==> config.mk <==
export PLATFORM = sky130hd
export DESIGN_NAME = serial_port_fifo_baud
export DESIGN_NICKNAME = d
export VERILOG_FILES = /design/src/verilog/serial_port_pkg.sv /design/src/verilog/serial_port_fifo_baud.sv
export VERILOG_INCLUDE_DIRS = /design/src /design/src/verilog
export SDC_FILE = /design/constraint.sdc
export NUM_CORES = 2
export LEC_CHECK = 0
export BUFFER_PORTS_ARGS = -buffer_cell sky130_fd_sc_hd__buf_2
export CAP_MARGIN = 20
export CORE_ASPECT_RATIO = 1.4
export CORE_MARGIN = 1
export CORE_UTILIZATION = 38
export CTS_CLUSTER_DIAMETER = 100
export DETAILED_ROUTE_END_ITERATION = 10
export GPL_ROUTABILITY_DRIVEN = 0
export PLACE_DENSITY = 0.53
export REMOVE_ABC_BUFFERS = 1
export SLEW_MARGIN = 20
export SYNTH_ARGS = -nofsm -noshare
export SYNTH_HDL_FRONTEND = slang
export SYNTH_SLANG_ARGS = --single-unit
==> constraint.sdc <==
create_clock -name CLK -period 3.9 [get_ports CLK]
set_input_delay 0.195 -clock CLK [delete_from_list [all_inputs] [get_ports CLK]]
set_output_delay 0.195 -clock CLK [all_outputs]
set_load 0.01 [all_outputs]
==> src/verilog/serial_port_regs.svh <==
`ifndef SERIAL_PORT_REGS_SVH
`define SERIAL_PORT_REGS_SVH
// register byte offsets
`define CTRL0_OFS 8'h00
`define CTRL1_OFS 8'h04
`define STATUS_OFS 8'h08
`define DATA_OFS 8'h0C
// port_control_zero fields
`define C0_ENABLE 0
`define C0_PACK 1
`define C0_AUDIO 2
`define C0_EXT 3
`define C0_NET 4
`define C0_FAST 5
`define C0_SLAVE 6
`define C0_TXIE 7
`define C0_RXIE 8
`define C0_DIV_LSB 16
// port_control_one fields
`define C1_TFT_LSB 0
`define C1_RFT_LSB 4
`define TRIG_W 4
// port_status_reg fields
`define ST_TXCNT_LSB 0
`define ST_RXCNT_LSB 8
`define ST_TXFULL 16
`define ST_TXEMPTY 17
`define ST_RXFULL 18
`define ST_RXEMPTY 19
`define ST_TXREQ 20
`define ST_RXREQ 21
`define ST_OVR 22
// reset values
`define CTRL0_RESET 32'h0000_0000
`define CTRL1_RESET 32'h0000_0000
`endif

==> src/verilog/serial_port_pkg.sv <==
`default_nettype none
package serial_port_pkg;
    typedef enum logic [2:0] {
        SRC_SLOW,
        SRC_FAST,
        SRC_NET,
        SRC_EXT,
        SRC_AUDIO
    } clk_source_type;
endpackage
`default_nettype wire

==> src/verilog/serial_port_fifo_baud.sv <==
// Behaviour
// separate independent transmit and receive queues, filled or drained by bus accesses
// receive request raised while receive count exceeds rx_trigger_level
// transmit request raised while transmit count is at most tx_trigger_level plus one
// status register shows sample counts and full and empty of both queues
// overfilled transmit queue or over-read receive queue raises no flag
// no flow control; every bus access is answered, shifting never waits
// dma burst must stay below trigger level, requests prioritised by system
// unpacked, one sample per location, sixteen locations per queue
// packed, two samples per location, sixteen locations, word-wide dma
// dma width code 01, 10 or 11 by sample size when unpacked
// program dma, then controls, then port enable, then start dma
// full duplex receives as many samples as it transmits
// software pairs trigger levels with burst sizes per sample width
// packed mode doubles the meaning of both trigger level fields
// as clock master, bit clock is selected source divided by rate divider
// source priority audio, then network, then external, else slow on-chip
// no selects with fast_clock_select set uses fast on-chip clock
// audio source passes through the same divider, losing audio phase alignment
// source change: disable port, gate clock, write selects, ungate, enable
// rate change: disable, write divider, enable, wait two bit clocks
// samples right-justified, unused receive bits above msb read zero
// receive overrun sets rx_overrun_flag and drops the new sample
// requests fall as soon as their level condition stops holding
//
// Our own choices: the register addresses and the Wishbone slave port.
`timescale 1ns/1ps
`default_nettype none
`include "serial_port_regs.svh"
module serial_port_fifo_baud #(
    parameter int DEPTH = 16,
    parameter int DIVW = 12
) (
    // clock and reset
    input wire logic CLK,
    input wire logic RST_B,
    // wishbone slave
    input wire logic WB_CYC_I,
    input wire logic WB_STB_I,
    input wire logic WB_WE_I,
    input wire logic [7:0] WB_ADR_I,
    input wire logic [3:0] WB_SEL_I,
    input wire logic [31:0] WB_DAT_I,
    output logic [31:0] WB_DAT_O,
    output logic WB_ACK_O,
    // shifter side
    input wire logic TX_POP,
    output logic [31:0] TX_DATA,
    output logic TX_AVAIL,
    input wire logic RX_PUSH,
    input wire logic [31:0] RX_DATA,
    // service requests
    output logic TX_REQ,
    output logic RX_REQ,
    output logic TX_INT,
    output logic RX_INT,
    // baud sources
    input wire logic SLOW_CLK_IN,
    input wire logic FAST_CLK_IN,
    input wire logic NET_CLK_IN,
    input wire logic EXT_CLK_IN,
    input wire logic AUDIO_CLK_IN,
    // serial bit clock
    output logic BIT_CLK_O,
    output logic BIT_CLK_OE
);
    localparam int AW = $clog2(DEPTH);
    localparam int CW = AW + 1;
    localparam int SW = AW + 2;
    localparam logic [CW-1:0] FULL = CW'(DEPTH);

    typedef struct packed {
        logic [DEPTH-1:0][31:0] txm;
        logic [AW-1:0] tx_wp;
        logic [AW-1:0] tx_rp;
        logic [CW-1:0] tx_cnt;
        logic tx_half;
        logic [DEPTH-1:0][31:0] rxm;
        logic [AW-1:0] rx_wp;
        logic [AW-1:0] rx_rp;
        logic [CW-1:0] rx_cnt;
        logic rx_half;
        logic [15:0] rx_low;
        logic [31:0] c0;
        logic [31:0] c1;
        logic ovr;
        logic ack;
        logic [31:0] rdat;
        logic [4:0] s1;
        logic [4:0] s2;
        logic [4:0] s3;
        logic [DIVW-1:0] bcnt;
        logic bclk;
    } state_type;

    state_type q_q;
    state_type d_d;
    serial_port_pkg::clk_source_type src;
    logic en, pack, acc, src_edge, tx_push, tx_pop, rx_pop;
    logic [31:0] wmask;
    logic [SW-1:0] tx_samp, rx_samp, tx_lim, rx_lim, t1;
    logic [`TRIG_W-1:0] tx_trigger_level, rx_trigger_level;
    logic [DIVW-1:0] div;

    always_comb begin
        d_d = q_q;
        en = q_q.c0[`C0_ENABLE];
        pack = q_q.c0[`C0_PACK];
        tx_trigger_level = q_q.c1[`C1_TFT_LSB +: `TRIG_W];
        rx_trigger_level = q_q.c1[`C1_RFT_LSB +: `TRIG_W];
        div = q_q.c0[`C0_DIV_LSB +: DIVW];
        // source select
        if (q_q.c0[`C0_AUDIO]) begin
            src = serial_port_pkg::SRC_AUDIO;
        end else if (q_q.c0[`C0_NET]) begin
            src = serial_port_pkg::SRC_NET;
        end else if (q_q.c0[`C0_EXT]) begin
            src = serial_port_pkg::SRC_EXT;
        end else if (q_q.c0[`C0_FAST]) begin
            src = serial_port_pkg::SRC_FAST;
        end else begin
            src = serial_port_pkg::SRC_SLOW;
        end
        // source synchronisers
        d_d.s1 = {AUDIO_CLK_IN, EXT_CLK_IN, NET_CLK_IN, FAST_CLK_IN, SLOW_CLK_IN};
        d_d.s2 = q_q.s1;
        d_d.s3 = q_q.s2;
        src_edge = q_q.s2[src] & ~q_q.s3[src];
        // baud divider
        if (!en || q_q.c0[`C0_SLAVE]) begin
            d_d.bcnt = '0;
            d_d.bclk = 1'b0;
        end else if (src_edge) begin
            if (q_q.bcnt >= div) begin
                d_d.bcnt = '0;
                d_d.bclk = ~q_q.bclk;
            end else begin
                d_d.bcnt = q_q.bcnt + DIVW'(1);
            end
        end
        // levels in samples
        tx_samp = pack ? SW'({q_q.tx_cnt, 1'b0}) - SW'(q_q.tx_half) : SW'(q_q.tx_cnt);
        rx_samp = pack ? SW'({q_q.rx_cnt, 1'b0}) + SW'(q_q.rx_half) : SW'(q_q.rx_cnt);
        t1 = SW'(tx_trigger_level) + SW'(1);
        tx_lim = pack ? SW'({t1, 1'b0}) : t1;
        rx_lim = pack ? SW'({rx_trigger_level, 1'b0}) : SW'(rx_trigger_level);
        // bus access
        acc = WB_CYC_I & WB_STB_I & ~q_q.ack;
        wmask = {{8{WB_SEL_I[3]}}, {8{WB_SEL_I[2]}}, {8{WB_SEL_I[1]}}, {8{WB_SEL_I[0]}}};
        tx_push = 1'b0;
        rx_pop = 1'b0;
        tx_pop = 1'b0;
        d_d.ack = acc;
        if (acc && WB_WE_I) begin
            case (WB_ADR_I)
                `CTRL0_OFS: d_d.c0 = (q_q.c0 & ~wmask) | (WB_DAT_I & wmask);
                `CTRL1_OFS: d_d.c1 = (q_q.c1 & ~wmask) | (WB_DAT_I & wmask);
                `STATUS_OFS: begin
                    if (WB_SEL_I[2] && WB_DAT_I[`ST_OVR]) begin
                        d_d.ovr = 1'b0;
                    end
                end
                `DATA_OFS: tx_push = (q_q.tx_cnt != FULL);
                default: d_d.ack = acc;
            endcase
        end
        if (acc && !WB_WE_I) begin
            d_d.rdat = '0;
            case (WB_ADR_I)
                `CTRL0_OFS: d_d.rdat = q_q.c0;
                `CTRL1_OFS: d_d.rdat = q_q.c1;
                `STATUS_OFS: begin
                    d_d.rdat[`ST_TXCNT_LSB +: SW] = tx_samp;
                    d_d.rdat[`ST_RXCNT_LSB +: SW] = rx_samp;
                    d_d.rdat[`ST_TXFULL] = (q_q.tx_cnt == FULL);
                    d_d.rdat[`ST_TXEMPTY] = (q_q.tx_cnt == '0);
                    d_d.rdat[`ST_RXFULL] = (q_q.rx_cnt == FULL);
                    d_d.rdat[`ST_RXEMPTY] = (q_q.rx_cnt == '0);
                    d_d.rdat[`ST_TXREQ] = en && (tx_samp <= tx_lim);
                    d_d.rdat[`ST_RXREQ] = en && (rx_samp > rx_lim);
                    d_d.rdat[`ST_OVR] = q_q.ovr;
                end
                `DATA_OFS: begin
                    rx_pop = (q_q.rx_cnt != '0);
                    if (rx_pop) begin
                        d_d.rdat = q_q.rxm[q_q.rx_rp];
                    end
                end
                default: d_d.rdat = '0;
            endcase
        end
        if (tx_push) begin
            d_d.txm[q_q.tx_wp] = WB_DAT_I;
            d_d.tx_wp = q_q.tx_wp + AW'(1);
        end
        // shifter takes transmit samples
        if (TX_POP && q_q.tx_cnt != '0) begin
            if (pack && !q_q.tx_half) begin
                d_d.tx_half = 1'b1;
            end else begin
                d_d.tx_half = 1'b0;
                tx_pop = 1'b1;
                d_d.tx_rp = q_q.tx_rp + AW'(1);
            end
        end
        d_d.tx_cnt = q_q.tx_cnt + CW'(tx_push) - CW'(tx_pop);
        if (rx_pop) begin
            d_d.rx_rp = q_q.rx_rp + AW'(1);
        end
        // shifter delivers receive samples
        d_d.rx_cnt = q_q.rx_cnt - CW'(rx_pop);
        if (RX_PUSH) begin
            if (pack && !q_q.rx_half) begin
                d_d.rx_low = RX_DATA[15:0];
                d_d.rx_half = 1'b1;
            end else begin
                d_d.rx_half = 1'b0;
                if (q_q.rx_cnt == FULL) begin
                    d_d.ovr = 1'b1;
                end else begin
                    d_d.rxm[q_q.rx_wp] = pack ? {RX_DATA[15:0], q_q.rx_low} : RX_DATA;
                    d_d.rx_wp = q_q.rx_wp + AW'(1);
                    d_d.rx_cnt = q_q.rx_cnt - CW'(rx_pop) + CW'(1);
                end
            end
        end
    end

    always_ff @(posedge CLK or negedge RST_B) begin
        if (!RST_B) begin
            q_q <= '0;
            q_q.c0 <= `CTRL0_RESET;
            q_q.c1 <= `CTRL1_RESET;
        end else begin
            q_q <= d_d;
        end
    end

    // outputs
    assign WB_DAT_O = q_q.rdat;
    assign WB_ACK_O = q_q.ack;
    assign TX_AVAIL = (q_q.tx_cnt != '0);
    assign TX_DATA = !pack ? q_q.txm[q_q.tx_rp] :
        {16'h0000, q_q.tx_half ? q_q.txm[q_q.tx_rp][31:16] : q_q.txm[q_q.tx_rp][15:0]};
    assign TX_REQ = en && (tx_samp <= tx_lim);
    assign RX_REQ = en && (rx_samp > rx_lim);
    assign TX_INT = TX_REQ && q_q.c0[`C0_TXIE];
    assign RX_INT = RX_REQ && q_q.c0[`C0_RXIE];
    assign BIT_CLK_O = q_q.bclk;
    assign BIT_CLK_OE = en && !q_q.c0[`C0_SLAVE];

    chk_rx_req_level: assert property (@(posedge CLK) disable iff (!RST_B)
        (en && !pack && !q_q.rx_half && q_q.rx_cnt > CW'(rx_trigger_level)) |-> RX_REQ)
        else $error("receive request missing above level");
    chk_tx_req_level: assert property (@(posedge CLK) disable iff (!RST_B)
        (en && !pack && q_q.tx_cnt > CW'(tx_trigger_level) + CW'(1)) |-> !TX_REQ)
        else $error("transmit request above level");
    chk_packed_rx_level: assert property (@(posedge CLK) disable iff (!RST_B)
        (en && pack && !q_q.rx_half && 2 * q_q.rx_cnt > rx_trigger_level && q_q.rx_cnt <= rx_trigger_level) |->
        !RX_REQ)
        else $error("packed receive level not doubled");
    chk_silent_overfill: assert property (@(posedge CLK) disable iff (!RST_B)
        (acc && WB_WE_I && WB_ADR_I == `DATA_OFS && q_q.tx_cnt == FULL && !TX_POP) |=>
        ($stable(q_q.tx_wp) && q_q.tx_cnt == FULL))
        else $error("overfill changed transmit queue");
    chk_bus_answer: assert property (@(posedge CLK) disable iff (!RST_B)
        (WB_CYC_I && WB_STB_I && !WB_ACK_O) |=> WB_ACK_O ##1 !WB_ACK_O)
        else $error("bus access not answered in one cycle");
    chk_overrun_drop: assert property (@(posedge CLK) disable iff (!RST_B)
        (RX_PUSH && !pack && q_q.rx_cnt == FULL && !rx_pop) |=> (q_q.ovr && $stable(q_q.rx_wp)))
        else $error("overrun not flagged or data kept");
    chk_depth_bound: assert property (@(posedge CLK) disable iff (!RST_B)
        (q_q.tx_cnt <= FULL) && (q_q.rx_cnt <= FULL))
        else $error("queue count beyond depth");
    chk_status_count: assert property (@(posedge CLK) disable iff (!RST_B)
        (acc && !WB_WE_I && WB_ADR_I == `STATUS_OFS) |=>
        WB_DAT_O[`ST_TXCNT_LSB +: SW] == $past(tx_samp))
        else $error("status count wrong");
    chk_clock_idle: assert property (@(posedge CLK) disable iff (!RST_B)
        (!en || q_q.c0[`C0_SLAVE]) |=> !BIT_CLK_O)
        else $error("bit clock runs while not master");
    chk_clock_edge: assert property (@(posedge CLK) disable iff (!RST_B)
        (BIT_CLK_O != $past(BIT_CLK_O) && BIT_CLK_OE) |-> $past(src_edge))
        else $error("bit clock toggled without source edge");
    chk_pop_advances: assert property (@(posedge CLK) disable iff (!RST_B)
        (TX_POP && !pack && q_q.tx_cnt != '0 && !tx_push) |=>
        (q_q.tx_cnt == $past(q_q.tx_cnt) - CW'(1)))
        else $error("transmit pop did not free a location");
    chk_empty_read_zero: assert property (@(posedge CLK) disable iff (!RST_B)
        (acc && !WB_WE_I && WB_ADR_I == `DATA_OFS && q_q.rx_cnt == '0) |=>
        (WB_DAT_O == 32'h0000_0000 && $stable(q_q.rx_rp)))
        else $error("empty receive read not silent");
    chk_req_gated: assert property (@(posedge CLK) disable iff (!RST_B)
        !en |-> (!TX_REQ && !RX_REQ))
        else $error("request while port disabled");
    chk_packed_tx_half: assert property (@(posedge CLK) disable iff (!RST_B)
        (TX_POP && pack && !q_q.tx_half && q_q.tx_cnt != '0) |=>
        (q_q.tx_half && $stable(q_q.tx_rp)))
        else $error("packed first pop freed a location");
    chk_packed_tx_level: assert property (@(posedge CLK) disable iff (!RST_B)
        (en && pack && !q_q.tx_half && 2 * q_q.tx_cnt > tx_trigger_level + 1 && q_q.tx_cnt <= tx_trigger_level + 1) |->
        TX_REQ)
        else $error("packed transmit level not doubled");
endmodule // serial_port_fifo_baud
`default_nettype wire

==> key figures <==
Outcome
  • Status: finished, violations left
  • Violated checks: negative hold slack

Synth
  • Yosys warns: 0
  • Cell taking the most area after synthesis: dfrtp_1
  • Syn_area_per_cell: 13.2 µm²
  • Synth top area share: 54.5%
  • EDFF count, synth: 0
  • Synth unique cells: 62
  • Async SR Flop Fraction: 100%
  • Register bit total from synthesis: 1,194
  • Synthesized area: 54,800 µm²
  • Count leader, synth: dfrtp_1
  • Dominant synthesized flop cell: dfrtp_1
  • Commonest cells in the netlist: 1,194 x dfrtp_1, 570 x nand2_1, 549 x o21ai_0
  • Mapped Cells: 4,167
  • Post-synthesis sequential area ratio: 54.5%
  • Area contributors post-synth: dfrtp_1 55%, mux4_2 13%, mux2_2 11%

GRT
  • First-pass GRT wire length: 232 mm
  • Total GRT Usage: 21.4%
  • Pin count of the biggest net entering global routing: 122
  • Total grt overflow: 0
  • Initial antenna violation count: 9
  • Vias in the first global route: 35,288

Critical path
  • Crit path DAT: 3.45 ns
  • Critical path class: flip-flop to primary output
  • CP startpoint kind: flip-flop
  • Critical Path Sink Type: primary output
  • Critical Path Fanout Max: 21
  • Worst Path Required: 3.70 ns

Clock network
  • Worst-skew pair later-pin latency: 0.78 ns
  • CTS buffer count: 130
  • Root buf cell: clkbuf_16
  • CTS tree: built
  • Deepest clock path buffer count: 3
  • # resized after CTS: 0
  • CTS Sinks: 1,194
  • Clock transition at path regs: 0.06 ns
  • H-tree depth: 4

Power and ir drop
  • Sequential Power Share: 45.1%
  • Sw Ratio: 29.6%
  • Net Switching: 10.8 mW
  • Internal power: 25.7 mW
  • Pwr Density: 579 nW/µm²
  • Final Total Pwr: 36.5 mW
  • Logic pwr share: 20.2%
  • Worst vdd ir: 0.443 mV
  • Leak: 29.4 nW
  • Clock power frac: 34.7%

Timing
  • Hold violation count in the final report: 4
  • Period Utilization, post-route: 93.6%
  • Setup TNS: 0 ns
  • Final WS setup: 0.251 ns
  • Final Critical Period: 3.65 ns
  • Final setup vio count: 0
  • Max-slew violations: 0
  • Rel. slew slack: 28.2%
  • RSZ-0062 raised after global routing: false
  • Maximum clock rate: 274 MHz
  • Final hold slack: -0.00452 ns
  • Slew @ Worst Pin: 1.05 ns
  • Final Skew: 0.0322 ns

Floorplanning
  • Die area: 146,000 µm²
  • IO Count: 160
  • FP Rows: 164
  • Die W: 323 µm
  • Initial Util: 38.4%
  • Core Region: 143,000 µm²
  • Die Ht: 451 µm

Final layout
  • Final nets: 4,422
  • Multi-input gate area: 23,300 µm²
  • Area growth syn-to-layout: 15.1%
  • Layout cells sized above 1: 33.4%
  • FILL cells: 13,220
  • Sequential cell area: 29,900 µm²
  • Fin util: 44.2%
  • Finished Cell Area: 63,100 µm²

Job
  • Max_cap viols: 0

Placement
  • Worst slack at placement: 0.675 ns
  • HPWL after DPL: 94.1 mm
  • Placed Area: 57,900 µm²
  • PortBufs: 159

Detailed routing
  • Routed via count: 33,792
  • Final antenna-violating net count: 0
  • Routed len/inst: 24.2 µm
  • Total detailed-routing wirelength: 152 mm
  • Pre-antenna DRT Iters: 7
  • Residual DRC: 0
  • DRT iter0 DRCs: 1,894
  • Vias per cell: 5.36

Min path
  • Min-Delay Path Class: input pin to flip-flop
==> cell usage in the layout, fill, tap and decap left out, drive strengths merged, types with 6 or more instances in the layout <==
cell / count
a211oi: 32
a21oi: 40
a221o: 13
a221oi: 16
a22o: 8
and2: 19
and3: 11
buf: 290
bufinv: 7
clkbuf: 190
clkinv: 29
dfrtp: 1194
dlygate4sd3: 73
ha: 46
inv: 41
mux2: 631
mux2i: 79
mux4: 305
nand2: 570
nand3: 36
nand4: 17
nor2: 60
nor2b: 33
o211ai: 6
o21ai: 549
o22ai: 13
xnor2: 21
xor2: 7
==> cell type report <==
class | instances | share of cell area [%]
Antenna cell | 3 | 0.0119
Clock buffer | 190 | 6.19
Clock inverter | 46 | 0.793
Inverter | 36 | 0.214
Multi-Input combinational cell | 2562 | 36.9
Sequential cell | 1194 | 47.4
Tap cell | 1909 | 3.79
Timing Repair Buffer | 363 | 4.69
==> sequential cells by signal (all words and copies together) (netlist names), named ones only <==
register / cells
q_q: 1086
WB_DAT_O: 32
d_d: 10
BIT_CLK_O: 1
WB_ACK_O: 1
==> path summary, 6_finish.rpt <==
path	startpoint	end	slack (ns)	cells after the start
max	flip-flop	TX_INT	0.25	10
min	RX_DATA[19]	q_q[367]	-0.005	3
max reg2reg	WB_ACK_O	q_q[1057]	0.75	7
min reg2reg	d_d[21]	d_d[16]	0.35	0
max in group asynchronous	RST_B	q_q[206]	2.51	3
min in group asynchronous	RST_B	q_q[1067]	0.02	2
==> worst max-delay path: stages (launching register included) <==
cell and delay, ns:
dfrtp_4 0.62, inv_1 0.12, buf_4 0.43, mux2i_1 0.28
ha_1 0.27, o21ai_0 0.16, a21oi_1 0.06, o211ai_1 0.15
a21o_1 0.28, and2_1 0.16, buf_2 0.13
==> through the flow <==
step | hold WS [ns] | instances
finish | -0.00452 | 6303
global route | 0.0371 | 6301
CTS | 0.00120 | 6299
detailed placement | 0.299 | 5991
global placement | 0.294 | 5990
floorplan | -0.101 | 3792
==> kinds of logic after synthesis <==
logic type / synth area share (%)
muxes: 27.4
xor gates and xnor gates: 0.448
DFF: 54.5
and+or+nand+nor: 6.24
AOI/OAI and AO/OA: 6.99
buffers and inverters: 3.36
adders and majority gates: 1.09
==> per-layer routing <==
layer  global-route usage (%)  vias up  share of wire, %
met5                        0        -             0.068
met4                     6.73       16               2.6
met3                     4.10      235               4.7
met2                     35.2      625                49
met1                     28.4    17679                44
li1                         -    15237                 -
==> power groups by stage <==
stage | Sequential, mW | Combinational (mW) | Clock [mW]
2_1_floorplan | 16.7 | 4.50 | 0
3_3_place_gp | 16.6 | 7.28 | 0
3_5_place_dp | 16.7 | 7.45 | 0
4_1_cts | 16.5 | 7.53 | 13.0
5_1_grt | 16.8 | 8.35 | 13.5
6_report | 16.5 | 7.38 | 12.7
==> repair_timing <==
item                                    4_1_cts  5_1_grt
endpoints found under the hold margin       925        1
endpoints found under the setup margin        0        0
buffers inserted                              0        0
hold buffers                                 72        1
(Power assumes the default switching activity.)
